==> config.mk <==
export PLATFORM = sky130hd
export DESIGN_NAME = vpm_upper_map_regs
export DESIGN_NICKNAME = d
export VERILOG_FILES = /design/src/rtl/vpm_pkg.sv /design/src/rtl/vpm_upper_map_regs.sv
export VERILOG_INCLUDE_DIRS = /design/src /design/src/rtl
export SDC_FILE = /design/constraint.sdc
export NUM_CORES = 1
export LEC_CHECK = 0
export ABC_AREA = 0
export CAP_MARGIN = 25
export CORE_UTILIZATION = 58
export DETAILED_ROUTE_END_ITERATION = 10
export DONT_BUFFER_PORTS = 1
export PLACE_DENSITY = 0.73
export SYNTH_ARGS = -nofsm -noshare
export SYNTH_HDL_FRONTEND = slang
export SYNTH_SLANG_ARGS = --single-unit
==> constraint.sdc <==
create_clock -name ref_clk -period 25.1 [get_ports ref_clk]
set_input_delay 3.765 -clock ref_clk [delete_from_list [all_inputs] [get_ports ref_clk]]
set_output_delay 3.765 -clock ref_clk [all_outputs]
set_load 0.1 [all_outputs]
==> src/rtl/vpm_defs.svh <==
// Constants for the upper virtual partition map registers
`ifndef VPM_DEFS_SVH
`define VPM_DEFS_SVH

// Encoding fields of the three registers; op0, op1 and CRn shared by all
`define VPM_OP0          2'h3
`define VPM_OP1          3'h4
`define VPM_CRN          4'ha
`define VPM_CRM_MAP      4'h6
`define VPM_CRM_VALID    4'h4
`define VPM_OP2_MAP6     3'h6
`define VPM_OP2_MAP7     3'h7
`define VPM_OP2_VALID    3'h1

// Offsets from the nested virtualisation base when redirected to memory
`define VPM_NV_OFS_MAP6  12'h970
`define VPM_NV_OFS_MAP7  12'h978
`define VPM_NV_OFS_VALID 12'h938
`define VPM_NV_SHIFT     12

// Entry layout and limits
`define VPM_ENTRY_W      16
`define VPM_ENTRIES      4
`define VPM_VALID_W      32
`define VPM_MAP6_MIN_IDX 3'h5
`define VPM_MAP7_IDX     3'h7
`define VPM_MAP6_BASE    5'h18
`define VPM_MAP7_BASE    5'h1c
`define VPM_GROUP_SHIFT  2

`endif

==> src/rtl/vpm_pkg.sv <==
// Types for the upper virtual partition map registers
package vpm_pkg;

	typedef enum logic [1:0] {
		VPM_LVL_USER,
		VPM_LVL_KERNEL,
		VPM_LVL_HYP,
		VPM_LVL_MON
	} vpm_level_t;

	typedef enum logic [2:0] {
		VPM_RES_OK,
		VPM_RES_UNDEF,
		VPM_RES_TRAP_HYP,
		VPM_RES_TRAP_MON,
		VPM_RES_MEMORY
	} vpm_result_t;

	// One system-register access request
	typedef struct packed {
		logic       valid;
		logic       write;
		logic [1:0] op0;
		logic [2:0] op1;
		logic [3:0] crn;
		logic [3:0] crm;
		logic [2:0] op2;
		logic [63:0] wdata;
		vpm_level_t level;
	} vpm_req_t;

	// Control state owned elsewhere in the core
	typedef struct packed {
		logic non_secure_state;
		logic secure_hypervisor_enable;
		logic hypervisor_64bit;
		logic host_extension;
		logic host_trap_general_exceptions;
		logic nested_virtualisation;
		logic enhanced_nested_virtualisation;
		logic kernel_level_map_enable;
		logic user_level_map_enable;
		logic [51:0] base_address_field;
	} vpm_ctrl_t;

	// Answer to an access
	typedef struct packed {
		logic        valid;
		vpm_result_t result;
		logic [63:0] rdata;
		logic [63:0] mem_addr;
	} vpm_rsp_t;

endpackage : vpm_pkg

==> src/rtl/vpm_upper_map_regs.sv <==
// Upper virtual partition map registers, valid bits and access checking
//
// What this block does
// - Register six holds physical entries for virtual identifiers 24-27.
// - Register seven holds physical entries for virtual identifiers 28-31.
// - Four 16-bit entries per register, lowest identifier in bits 15:0.
// - Highest map register index reports last implemented register, max 7.
// - Index zero means only map register zero exists.
// - Kernel and user identifiers translate only under their own enables.
// - Entry n is valid only while valid bit n is one.
// - Register six exists only with hypervisor control and index above 5.
// - Register seven exists only with hypervisor control and index 7.
// - Valid register exists with partitioning and hypervisor control.
// - No effect on identifiers when hypervisor level is disabled.
// - Map entries and valid bits are not initialised by reset.
// - Valid bits 31:0 one per identifier, bits 63:32 read zero.
// - Valid bit m governs entry m in map register m shifted right 2.
// - Reached by encoding op0 3, op1 4, CRn 10 with given CRm, op2.
// - Under both nested controls kernel accesses go to base plus offset.
// - User never, monitor always, hypervisor when non-secure or enabled.
// - Lower-level trap set sends hypervisor accesses to the monitor.
// - Lower trap with nested but not enhanced sends kernel to monitor.
// - Listed conditions without lower trap send kernel to hypervisor.
// - Reset sets the lower-level trap control to one.
// - Lower-level traps take priority over hypervisor-controlled traps.
// - Without hypervisor level, enables act zero and registers read zero.
`timescale 1ns/1ps
`include "vpm_defs.svh"

module vpm_upper_map_regs #(
	parameter logic [2:0] HIGHEST_MAP_REG_INDEX = 3'h7,
	parameter bit         HYP_CONTROL_PRESENT   = 1'b1,
	parameter bit         PARTITIONING_PRESENT  = 1'b1,
	parameter bit         HYP_LEVEL_PRESENT     = 1'b1
) (
	// Clock and reset
	input  wire logic              ref_clk,
	input  wire logic              reset,
	// Access request and core control state
	input  wire vpm_pkg::vpm_req_t req,
	input  wire vpm_pkg::vpm_ctrl_t ctrl,
	// Monitor-level trap control write
	input  wire logic              lower_trap_we,
	input  wire logic              lower_trap_wdata,
	// Identifier translation
	input  wire logic              xlate_kernel,
	input  wire logic [4:0]        xlate_vid,
	input  wire logic [15:0]       xlate_pid_in,
	// Outputs
	output vpm_pkg::vpm_rsp_t      rsp,
	output logic                   lower_level_trap,
	output logic [2:0]             highest_map_register_index,
	output logic [15:0]            xlate_pid_out,
	output logic                   xlate_mapped
);

	// ----------------------------------------------------------------
	// Storage
	// ----------------------------------------------------------------
	logic [`VPM_ENTRY_W-1:0] map_r [8];
	logic [`VPM_VALID_W-1:0] valid_r;
	logic                    lower_trap_r;

	// ----------------------------------------------------------------
	// Decode
	// ----------------------------------------------------------------
	function automatic logic [1:0] sel_of(input vpm_pkg::vpm_req_t r);
		logic base;
		base = r.op0 == `VPM_OP0 && r.op1 == `VPM_OP1 &&
			r.crn == `VPM_CRN;
		if (base && r.crm == `VPM_CRM_MAP && r.op2 == `VPM_OP2_MAP6)
			sel_of = 2'h1;
		else if (base && r.crm == `VPM_CRM_MAP && r.op2 == `VPM_OP2_MAP7)
			sel_of = 2'h2;
		else if (base && r.crm == `VPM_CRM_VALID &&
			r.op2 == `VPM_OP2_VALID)
			sel_of = 2'h3;
		else
			sel_of = 2'h0;
	endfunction : sel_of

	logic [1:0] sel;
	logic       map6_exists;
	logic       map7_exists;
	logic       valid_exists;
	logic       exists;
	logic       hyp_enabled;
	logic       nv_mem;

	assign sel = sel_of(req);
	assign map6_exists = HYP_CONTROL_PRESENT &&
		HIGHEST_MAP_REG_INDEX > `VPM_MAP6_MIN_IDX;
	assign map7_exists = HYP_CONTROL_PRESENT &&
		HIGHEST_MAP_REG_INDEX == `VPM_MAP7_IDX;
	assign valid_exists = PARTITIONING_PRESENT &&
		HYP_CONTROL_PRESENT;
	assign exists = (sel == 2'h1 && map6_exists) ||
		(sel == 2'h2 && map7_exists) || (sel == 2'h3 && valid_exists);
	assign hyp_enabled = HYP_LEVEL_PRESENT && (ctrl.non_secure_state ||
		ctrl.secure_hypervisor_enable);
	assign nv_mem = ctrl.nested_virtualisation &&
		ctrl.enhanced_nested_virtualisation;

	// ----------------------------------------------------------------
	// Access resolution
	// ----------------------------------------------------------------
	vpm_pkg::vpm_result_t res;
	logic [11:0]          nv_ofs;

	always_comb begin
		res = vpm_pkg::VPM_RES_UNDEF;
		nv_ofs = `VPM_NV_OFS_VALID;
		if (sel == 2'h1)
			nv_ofs = `VPM_NV_OFS_MAP6;
		else if (sel == 2'h2)
			nv_ofs = `VPM_NV_OFS_MAP7;
		if (exists) begin
			unique case (req.level)
				vpm_pkg::VPM_LVL_USER: begin
					res = vpm_pkg::VPM_RES_UNDEF;
				end
				vpm_pkg::VPM_LVL_MON: begin
					res = vpm_pkg::VPM_RES_OK;
				end
				vpm_pkg::VPM_LVL_HYP: begin
					if (lower_trap_r)
						res = vpm_pkg::VPM_RES_TRAP_MON;
					else if (hyp_enabled)
						res = vpm_pkg::VPM_RES_OK;
				end
				vpm_pkg::VPM_LVL_KERNEL: begin
					if (ctrl.host_trap_general_exceptions && hyp_enabled)
						res = vpm_pkg::VPM_RES_UNDEF;
					else if (nv_mem)
						res = vpm_pkg::VPM_RES_MEMORY;
					else if (lower_trap_r &&
						ctrl.nested_virtualisation)
						res = vpm_pkg::VPM_RES_TRAP_MON;
					else if (hyp_enabled && ctrl.hypervisor_64bit &&
						ctrl.host_extension && ctrl.nested_virtualisation)
						res = vpm_pkg::VPM_RES_TRAP_HYP;
				end
			endcase
		end
	end

	// ----------------------------------------------------------------
	// Monitor-level trap control
	// ----------------------------------------------------------------
	always_ff @(posedge ref_clk or posedge reset) begin
		if (reset)
			lower_trap_r <= 1'b1;
		else if (lower_trap_we)
			lower_trap_r <= lower_trap_wdata;
	end

	// ----------------------------------------------------------------
	// Register writes; no reset, contents start unknown
	// ----------------------------------------------------------------
	logic do_write;
	assign do_write = req.valid && req.write &&
		res == vpm_pkg::VPM_RES_OK && HYP_LEVEL_PRESENT;

	genvar g;
	generate
		for (g = 0; g < `VPM_ENTRIES; g++) begin : g_entry
			always_ff @(posedge ref_clk) begin
				if (do_write && sel == 2'h1)
					map_r[g] <= req.wdata[g*`VPM_ENTRY_W +:
						`VPM_ENTRY_W];
				if (do_write && sel == 2'h2)
					map_r[g+`VPM_ENTRIES] <= req.wdata[g*`VPM_ENTRY_W +:
						`VPM_ENTRY_W];
			end
		end
	endgenerate

	always_ff @(posedge ref_clk) begin
		if (do_write && sel == 2'h3)
			valid_r <= req.wdata[`VPM_VALID_W-1:0];
	end

	// ----------------------------------------------------------------
	// Read data and response
	// ----------------------------------------------------------------
	logic [63:0] rd;
	always_comb begin
		rd = 64'h0;
		if (HYP_LEVEL_PRESENT) begin
			if (sel == 2'h1)
				rd = {map_r[3], map_r[2], map_r[1], map_r[0]};
			else if (sel == 2'h2)
				rd = {map_r[7], map_r[6], map_r[5], map_r[4]};
			else if (sel == 2'h3)
				rd = {32'h0, valid_r};
		end
	end

	always_ff @(posedge ref_clk or posedge reset) begin
		if (reset) begin
			rsp <= '0;
		end else begin
			rsp.valid <= req.valid;
			rsp.result <= res;
			rsp.rdata <= (req.valid && !req.write &&
				res == vpm_pkg::VPM_RES_OK) ? rd : 64'h0;
			rsp.mem_addr <= (res == vpm_pkg::VPM_RES_MEMORY) ?
				({ctrl.base_address_field, 12'h0} +
				{52'h0, nv_ofs}) : 64'h0;
		end
	end

	always_ff @(posedge ref_clk or posedge reset) begin
		if (reset) begin
			lower_level_trap <= 1'b1;
			highest_map_register_index <= 3'h0;
		end else begin
			lower_level_trap <= lower_trap_r;
			highest_map_register_index <= HIGHEST_MAP_REG_INDEX;
		end
	end

	// ----------------------------------------------------------------
	// Identifier translation for virtual identifiers 24 to 31
	// ----------------------------------------------------------------
	logic       xl_en;
	logic       xl_hit;
	logic [2:0] xl_idx;
	logic [2:0] xl_grp;

	assign xl_grp = 3'(xlate_vid >> `VPM_GROUP_SHIFT);
	assign xl_idx = xlate_vid[2:0];
	assign xl_en = hyp_enabled && (xlate_kernel ?
		ctrl.kernel_level_map_enable :
		ctrl.user_level_map_enable);
	assign xl_hit = xl_en && ((xl_grp == 3'h6 && map6_exists) ||
		(xl_grp == 3'h7 && map7_exists)) &&
		HIGHEST_MAP_REG_INDEX != 3'h0 &&
		valid_r[xlate_vid] == 1'b1;

	always_ff @(posedge ref_clk or posedge reset) begin
		if (reset) begin
			xlate_pid_out <= 16'h0;
			xlate_mapped <= 1'b0;
		end else begin
			xlate_mapped <= xl_hit;
			xlate_pid_out <= xl_hit ? map_r[xl_idx] : xlate_pid_in;
		end
	end

	// ----------------------------------------------------------------
	// Checks
	// ----------------------------------------------------------------
	// Access matrix: the answer follows the request by one cycle
	a_hyp_trap_mon: assert property (
		@(posedge ref_clk) disable iff (reset)
		req.valid && exists && req.level == vpm_pkg::VPM_LVL_HYP &&
		lower_trap_r |=> rsp.result == vpm_pkg::VPM_RES_TRAP_MON)
		else $error("hyp access not trapped to monitor");
	a_user_undef: assert property (
		@(posedge ref_clk) disable iff (reset)
		req.valid && req.level == vpm_pkg::VPM_LVL_USER
		|=> rsp.result == vpm_pkg::VPM_RES_UNDEF)
		else $error("user access not undefined");
	a_mon_ok: assert property (
		@(posedge ref_clk) disable iff (reset)
		req.valid && exists && req.level == vpm_pkg::VPM_LVL_MON
		|=> rsp.result == vpm_pkg::VPM_RES_OK)
		else $error("monitor access refused");
	a_tge_undef: assert property (
		@(posedge ref_clk) disable iff (reset)
		req.valid && exists && req.level == vpm_pkg::VPM_LVL_KERNEL &&
		ctrl.host_trap_general_exceptions && hyp_enabled
		|=> rsp.result == vpm_pkg::VPM_RES_UNDEF)
		else $error("kernel access under host trap not undefined");
	a_refused_nodata: assert property (
		@(posedge ref_clk) disable iff (reset)
		rsp.valid && rsp.result != vpm_pkg::VPM_RES_OK
		|-> rsp.rdata == 64'h0)
		else $error("refused access returned data");
	a_valid_upper: assert property (
		@(posedge ref_clk) disable iff (reset)
		rsp.valid |-> rsp.rdata[63:32] == 32'h0 ||
		$past(sel) != 2'h3)
		else $error("valid register upper half nonzero");
	a_nv_addr: assert property (
		@(posedge ref_clk) disable iff (reset)
		req.valid && sel == 2'h1 && res == vpm_pkg::VPM_RES_MEMORY
		|=> rsp.mem_addr[11:0] == `VPM_NV_OFS_MAP6)
		else $error("redirect offset wrong");
	a_kern_memory: assert property (
		@(posedge ref_clk) disable iff (reset)
		req.valid && exists && req.level == vpm_pkg::VPM_LVL_KERNEL &&
		nv_mem && !ctrl.host_trap_general_exceptions
		|=> rsp.result == vpm_pkg::VPM_RES_MEMORY)
		else $error("kernel access not redirected to memory");
	a_undef_map7: assert property (
		@(posedge ref_clk) disable iff (reset)
		req.valid && sel == 2'h2 && !map7_exists
		|=> rsp.result == vpm_pkg::VPM_RES_UNDEF)
		else $error("absent register not undefined");
	a_kern_trap: assert property (
		@(posedge ref_clk) disable iff (reset)
		req.valid && exists && req.level == vpm_pkg::VPM_LVL_KERNEL &&
		lower_trap_r && ctrl.nested_virtualisation && !nv_mem &&
		!ctrl.host_trap_general_exceptions
		|=> rsp.result == vpm_pkg::VPM_RES_TRAP_MON)
		else $error("kernel access not trapped to monitor");
	a_kern_hyp_trap: assert property (
		@(posedge ref_clk) disable iff (reset)
		req.valid && exists && req.level == vpm_pkg::VPM_LVL_KERNEL &&
		!lower_trap_r && hyp_enabled && ctrl.hypervisor_64bit &&
		ctrl.host_extension && ctrl.nested_virtualisation && !nv_mem &&
		!ctrl.host_trap_general_exceptions
		|=> rsp.result == vpm_pkg::VPM_RES_TRAP_HYP)
		else $error("kernel access not trapped to hypervisor");
	a_trap_mirror: assert property (
		@(posedge ref_clk) disable iff (reset)
		lower_trap_r |=> lower_level_trap)
		else $error("trap control output does not follow state");

	// Storage: whole registers land as written, unused bits dropped
	a_store_map6: assert property (
		@(posedge ref_clk) disable iff (reset)
		do_write && sel == 2'h1
		|=> {map_r[3], map_r[2], map_r[1], map_r[0]} == $past(req.wdata))
		else $error("register six write lost");
	a_store_map7: assert property (
		@(posedge ref_clk) disable iff (reset)
		do_write && sel == 2'h2
		|=> {map_r[7], map_r[6], map_r[5], map_r[4]} == $past(req.wdata))
		else $error("register seven write lost");
	a_store_valid: assert property (
		@(posedge ref_clk) disable iff (reset)
		do_write && sel == 2'h3
		|=> valid_r == $past(req.wdata[`VPM_VALID_W-1:0]))
		else $error("valid bits write lost");

	// Translation
	a_xlate_off: assert property (
		@(posedge ref_clk) disable iff (reset)
		!hyp_enabled |=> !xlate_mapped)
		else $error("translation with hypervisor off");
	a_xlate_valid: assert property (
		@(posedge ref_clk) disable iff (reset)
		xl_hit |=> xlate_mapped && xlate_pid_out == $past(map_r[xl_idx]))
		else $error("mapped identifier wrong");
	a_xlate_pass: assert property (
		@(posedge ref_clk) disable iff (reset)
		!xl_hit |=> !xlate_mapped && xlate_pid_out == $past(xlate_pid_in))
		else $error("unmapped identifier altered");

endmodule : vpm_upper_map_regs

Yosys cells after proc, flatten, opt, wreduce, memory -nomap -nowiden

Memory sizes are Yosys's and may differ from the RTL's.
Index checks and enable logic that the tools add are counted.

Memories: 1
Register bits: 184
RAM bits: 128
Output and inout bits: 153
Input bits: 171
Word-level logic and storage cells: 102

Memories:

| name  | depth | width | read ports | clocked after Yosys merged registers in | wr ports | RTL line                 | RTL |
|---|---|---|---|---|---|---|---|
| map_r | 8     | 16    | 9          | 0                                       | 4        | vpm_upper_map_regs.sv:60 | `` logic [`VPM_ENTRY_W-1:0] map_r [8]; `` |

Equality and inequality tests: 17
Muxes and demuxes: 38
Add/sub/neg operators: 1
Reductions and logical operators: 34
Magnitude comparators: 1

Operators by type and width:

| kind               | number |
|---|---|
| $mux 64            | 4 |
| $mux 16            | 5 |
| $add 64x12->64     | 1 |
| $reduce_or 16->1   | 4 |
| $mux 32            | 1 |
| $logic_and 1x1->1  | 23 |
| $mux 3             | 7 |
| $eq 3x3->1 const B | 6 |
| $mux 12            | 1 |
| $mux 2             | 6 |
| $pmux 3 s4         | 1 |
| $mux 1             | 11 |
| $eq 2x2->1 const B | 5 |
| $eq 4x3->1 const B | 2 |
| $mux 7             | 1 |
| $lt 5x6->1 const B | 1 |
| $bmux 1 s5         | 1 |
| $eq 2x1->1 const B | 2 |
| $eq 4x4->1 const B | 1 |
| $logic_or 1x1->1   | 4 |
| $eq 3x1->1 const B | 1 |
| $logic_not 3->1    | 1 |
| $logic_not 2->1    | 1 |
| $logic_not 1->1    | 1 |

Longest topological paths before layout

Depth in word-level cells: 19
Mapped depth: 7
Gate-level depth less buffers: 4

Worst setup path after synthesis

OpenSTA, ideal clock, no wires.

Kind: input port to flip-flop
From: in req[66] (netlist bit)
To: mem map_r[0][0] (netlist bit) (enable)
Required time: 24.434 ns
Stages: 6
Slack: 12.589 ns
Arrival time: 11.845 ns
Path through: buf_2 > or4b_4 > a2111oi_4 > o2111ai_2 > buf_2 > nor4b_1

RTL lines:

| what            | RTL line                 | RTL |
|---|---|---|
| start, declared | vpm_upper_map_regs.sv:40 | `input wire vpm_pkg::vpm_req_t req,` |
| end, declared   | vpm_upper_map_regs.sv:60 |  |

==> impl_metrics.ini <==
[clock_network]
cts_tree = built
postCtsSetupRepairBufs = 0
clk_latency_ns = 0.56
post_cts_resized = 0
h-tree-depth = 1
clkTransAtPathRegs_ns = 0.06
clockBufferDepth = 3
cts_buffers = 30
hold_buffers = 0
clkSinkCount = 303
cts_root_buf = clkbuf_16

[sta]
rsz0062_at_grt = no
fmax_mhz = 154
setup-tns-final_ns = 0
final_hold_viol_count = 0
final.period_utilization_pct = 25.8
min_period_ns = 6.49
max-slew-margin-rel_pct = 25.6
tightestPinTransition_ns = 1.12
postLayoutSetupSlackWorst_ns = 18.61
finalSetupViolations = 0
holdWs_ns = 0.420
fin_skew_ns = 0.0216
drv_slew = 0

[worst_setup_path]
crit_arrival_ns = 6.65
crit_path_top_delay_cell = or4_2
start_kind = input pin
cpMostUsedCell = buf_4
max_stage_delay_ns = 0.76
critPathMaxFanout = 65
critical_path_class = input pin to register
end_kind = register
path_cells = nand4bb_1 -> or4_2 -> buf_4 -> nor2_1 -> nor4b_2 -> buf_4
worstPathRequired_ns = 25.26

[die]
fp.dieW_um = 146
rows = 52
fp.dieH_um = 146
core-area_um2 = 20200
dieArea_um2 = 21200
start_util_pct = 59.2
io_pins = 324

[run_status]
status = completed

[placed_design]
dp.cells = 949
place_ws_ns = 18.12
dpl_cell_area_um2 = 12200
portBuffers = 0
dpl.hpwl_um = 17400
gp_congestion = 0.882

[hold_path]
hp-class = register to register

[yosys]
synth_cell_types = 40
ys_top_cells_by_count = 160 x edfxtp_1, 141 x dfrtp_1, 53 x and2_1
yosys.area.top_type = edfxtp_1
ys_ff_latch = 303
synth_top_family_by_area = multiplexers
synth.most_common_cell = edfxtp_1
synthMuxAreaShare_pct = 12.3
netlist_area_um2 = 12000
synth_area_leaders = edfxtp_1 40%, dfrtp_1 29%, mux4_2 6.4%
syn_inst = 728
synth_compound_area_share_pct = 2.83
synthSimpleGateAreaFrac_pct = 12.1
yosysWarnings = 0
async_reset_ff_share_pct = 47.2
ys.flop_type = edfxtp_1
synth_enable_flop_cells = 160
synth_fa_ha_area_share_pct = 0
synth_top_area_share_pct = 40.1
syn_area_per_cell_um2 = 16.5
synth_xor_area_share_pct = 0
ys_seq_area_share_pct = 70.0

[power]
p_int_uw = 784
power.density_nw_per_um2 = 76.1
peakVddDrop_v = 0.0000507
netSwitchingFraction_pct = 21.8
power_frac_seq_pct = 54.1
leakage_uw = 0.00488
p_switching_uw = 219
clock_power_share_pct = 42.8
p_comb_share_pct = 3.1

[layout]
multiInputGateArea_um2 = 3350
fin_nets = 883
final_cells = 1006
n_antenna_cell = 0
design_area_um2 = 13200
regArea_um2 = 8390
fill_cells = 1402
drive_above_1_share_pct = 22.3
synthToLayoutAreaGrowth_pct = 10.0

[grt]
use_met3_pct = 8.40
overflow = 0
use_met2_pct = 43.5
antenna_found_initial = 0
grt_pass1_wl_um = 41800
grt_max_degree = 100
grtUsageTotal_pct = 26.3
busiest_layer = met2
met1_usage_pct = 33.3
grt_pass1_vias = 6642

[detailed_routing]
vias = 6423
wl_per_cell_um = 27.9
drt_iter0_markers = 502
ant_nets = 0
via_per_inst = 6.38
drc = 0
wl_um = 28000
firstDrtPassIters = 4

[job]
drv_cap = 0
kinds of logic after synthesis:
family	Yosys count
DFF	303
buffers and inverters	67
and+or+nand+nor	214
AOI/OAI and AO/OA	41
muxes	101
other	2
flip-flops by register name, summed over array words and instances (netlist names):
signal / count
highest_map_register_index: 1
lower_level_trap: 1
lower_trap_r: 1
map_r: 128
rsp: 123
valid_r: 32
xlate_mapped: 1
xlate_pid_out: 16
power groups by stage:
| stage | clock [µW] | sequential [µW] | combinational (µW) |
|---|---|---|---|
| 2_1_floorplan | 0 | 553 | 30.9 |
| 3_3_place_gp | 0 | 553 | 29.7 |
| 3_5_place_dp | 0 | 553 | 30.7 |
| 4_1_cts | 437 | 543 | 30.8 |
| 5_1_grt | 455 | 543 | 33.1 |
| 6_report | 430 | 543 | 30.8 |
cell usage in the layout, fill, tap and decap left out, types with 4 or more instances in the layout:
cell / Yosys / final
a22oi_1: 32 / 32
and2_1: 53 / 53
buf_4: 11 / 12
clkbuf_1: 39 / 5
clkbuf_16: 0 / 33
clkinv_2: 0 / 7
conb_1: 2 / 7
dfrtp_1: 141 / 139
edfxtp_1: 160 / 160
mux2_2: 33 / 33
mux2i_1: 34 / 34
mux4_2: 34 / 34
nand2_1: 4 / 4
nand2b_1: 33 / 33
nor2b_1: 5 / 5
nor3_1: 33 / 32
nor4_1: 45 / 44
nor4_2: 22 / 21
worst max-delay path, delay by kind of cell:
family | cells | cell delay, ns
simple gates | 4 | 1.62
buf+inv | 2 | 1.14
routing by layer:
layer	wire, µm	vias up
li1	-	2731
met1	10400	3297
met4	865	0
met2	14100	349
met3	2690	46
met5	0	-
through the flow:
stage,power (µW),utilization (%)
final,1000,65.1
after global routing,1030,65.1
after CTS,1010,65.0
after detailed placement,583,60.2
after global placement,582,60.2
after floorplan,584,-
final timing paths:
kind / cells past startpoint / slack [ns] / end / start
min in group asynchronous: 1 / 3.15 / rsp[35] / reset
min reg2reg: 0 / 0.42 / lower_level_trap / lower_trap_r
max reg2reg: 6 / 22.20 / map_r[1][8] / lower_trap_r
max: 6 / 18.61 / map_r[1][8] / req[75]
min: 0 / 0.42 / lower_level_trap / lower_trap_r
max in group asynchronous: 3 / 20.92 / rsp[73] / reset
cell type report:
type / instances / share of cell area, %
Sequential cell: 303 / 63.7
Multi-Input combinational cell: 363 / 25.4
Clock buffer: 40 / 6.62
Tap cell: 270 / 2.56
Timing Repair Buffer: 13 / 0.892
Clock inverter: 16 / 0.797
Inverter: 1 / 0.0664
Power figures use the tool's default switching activity.
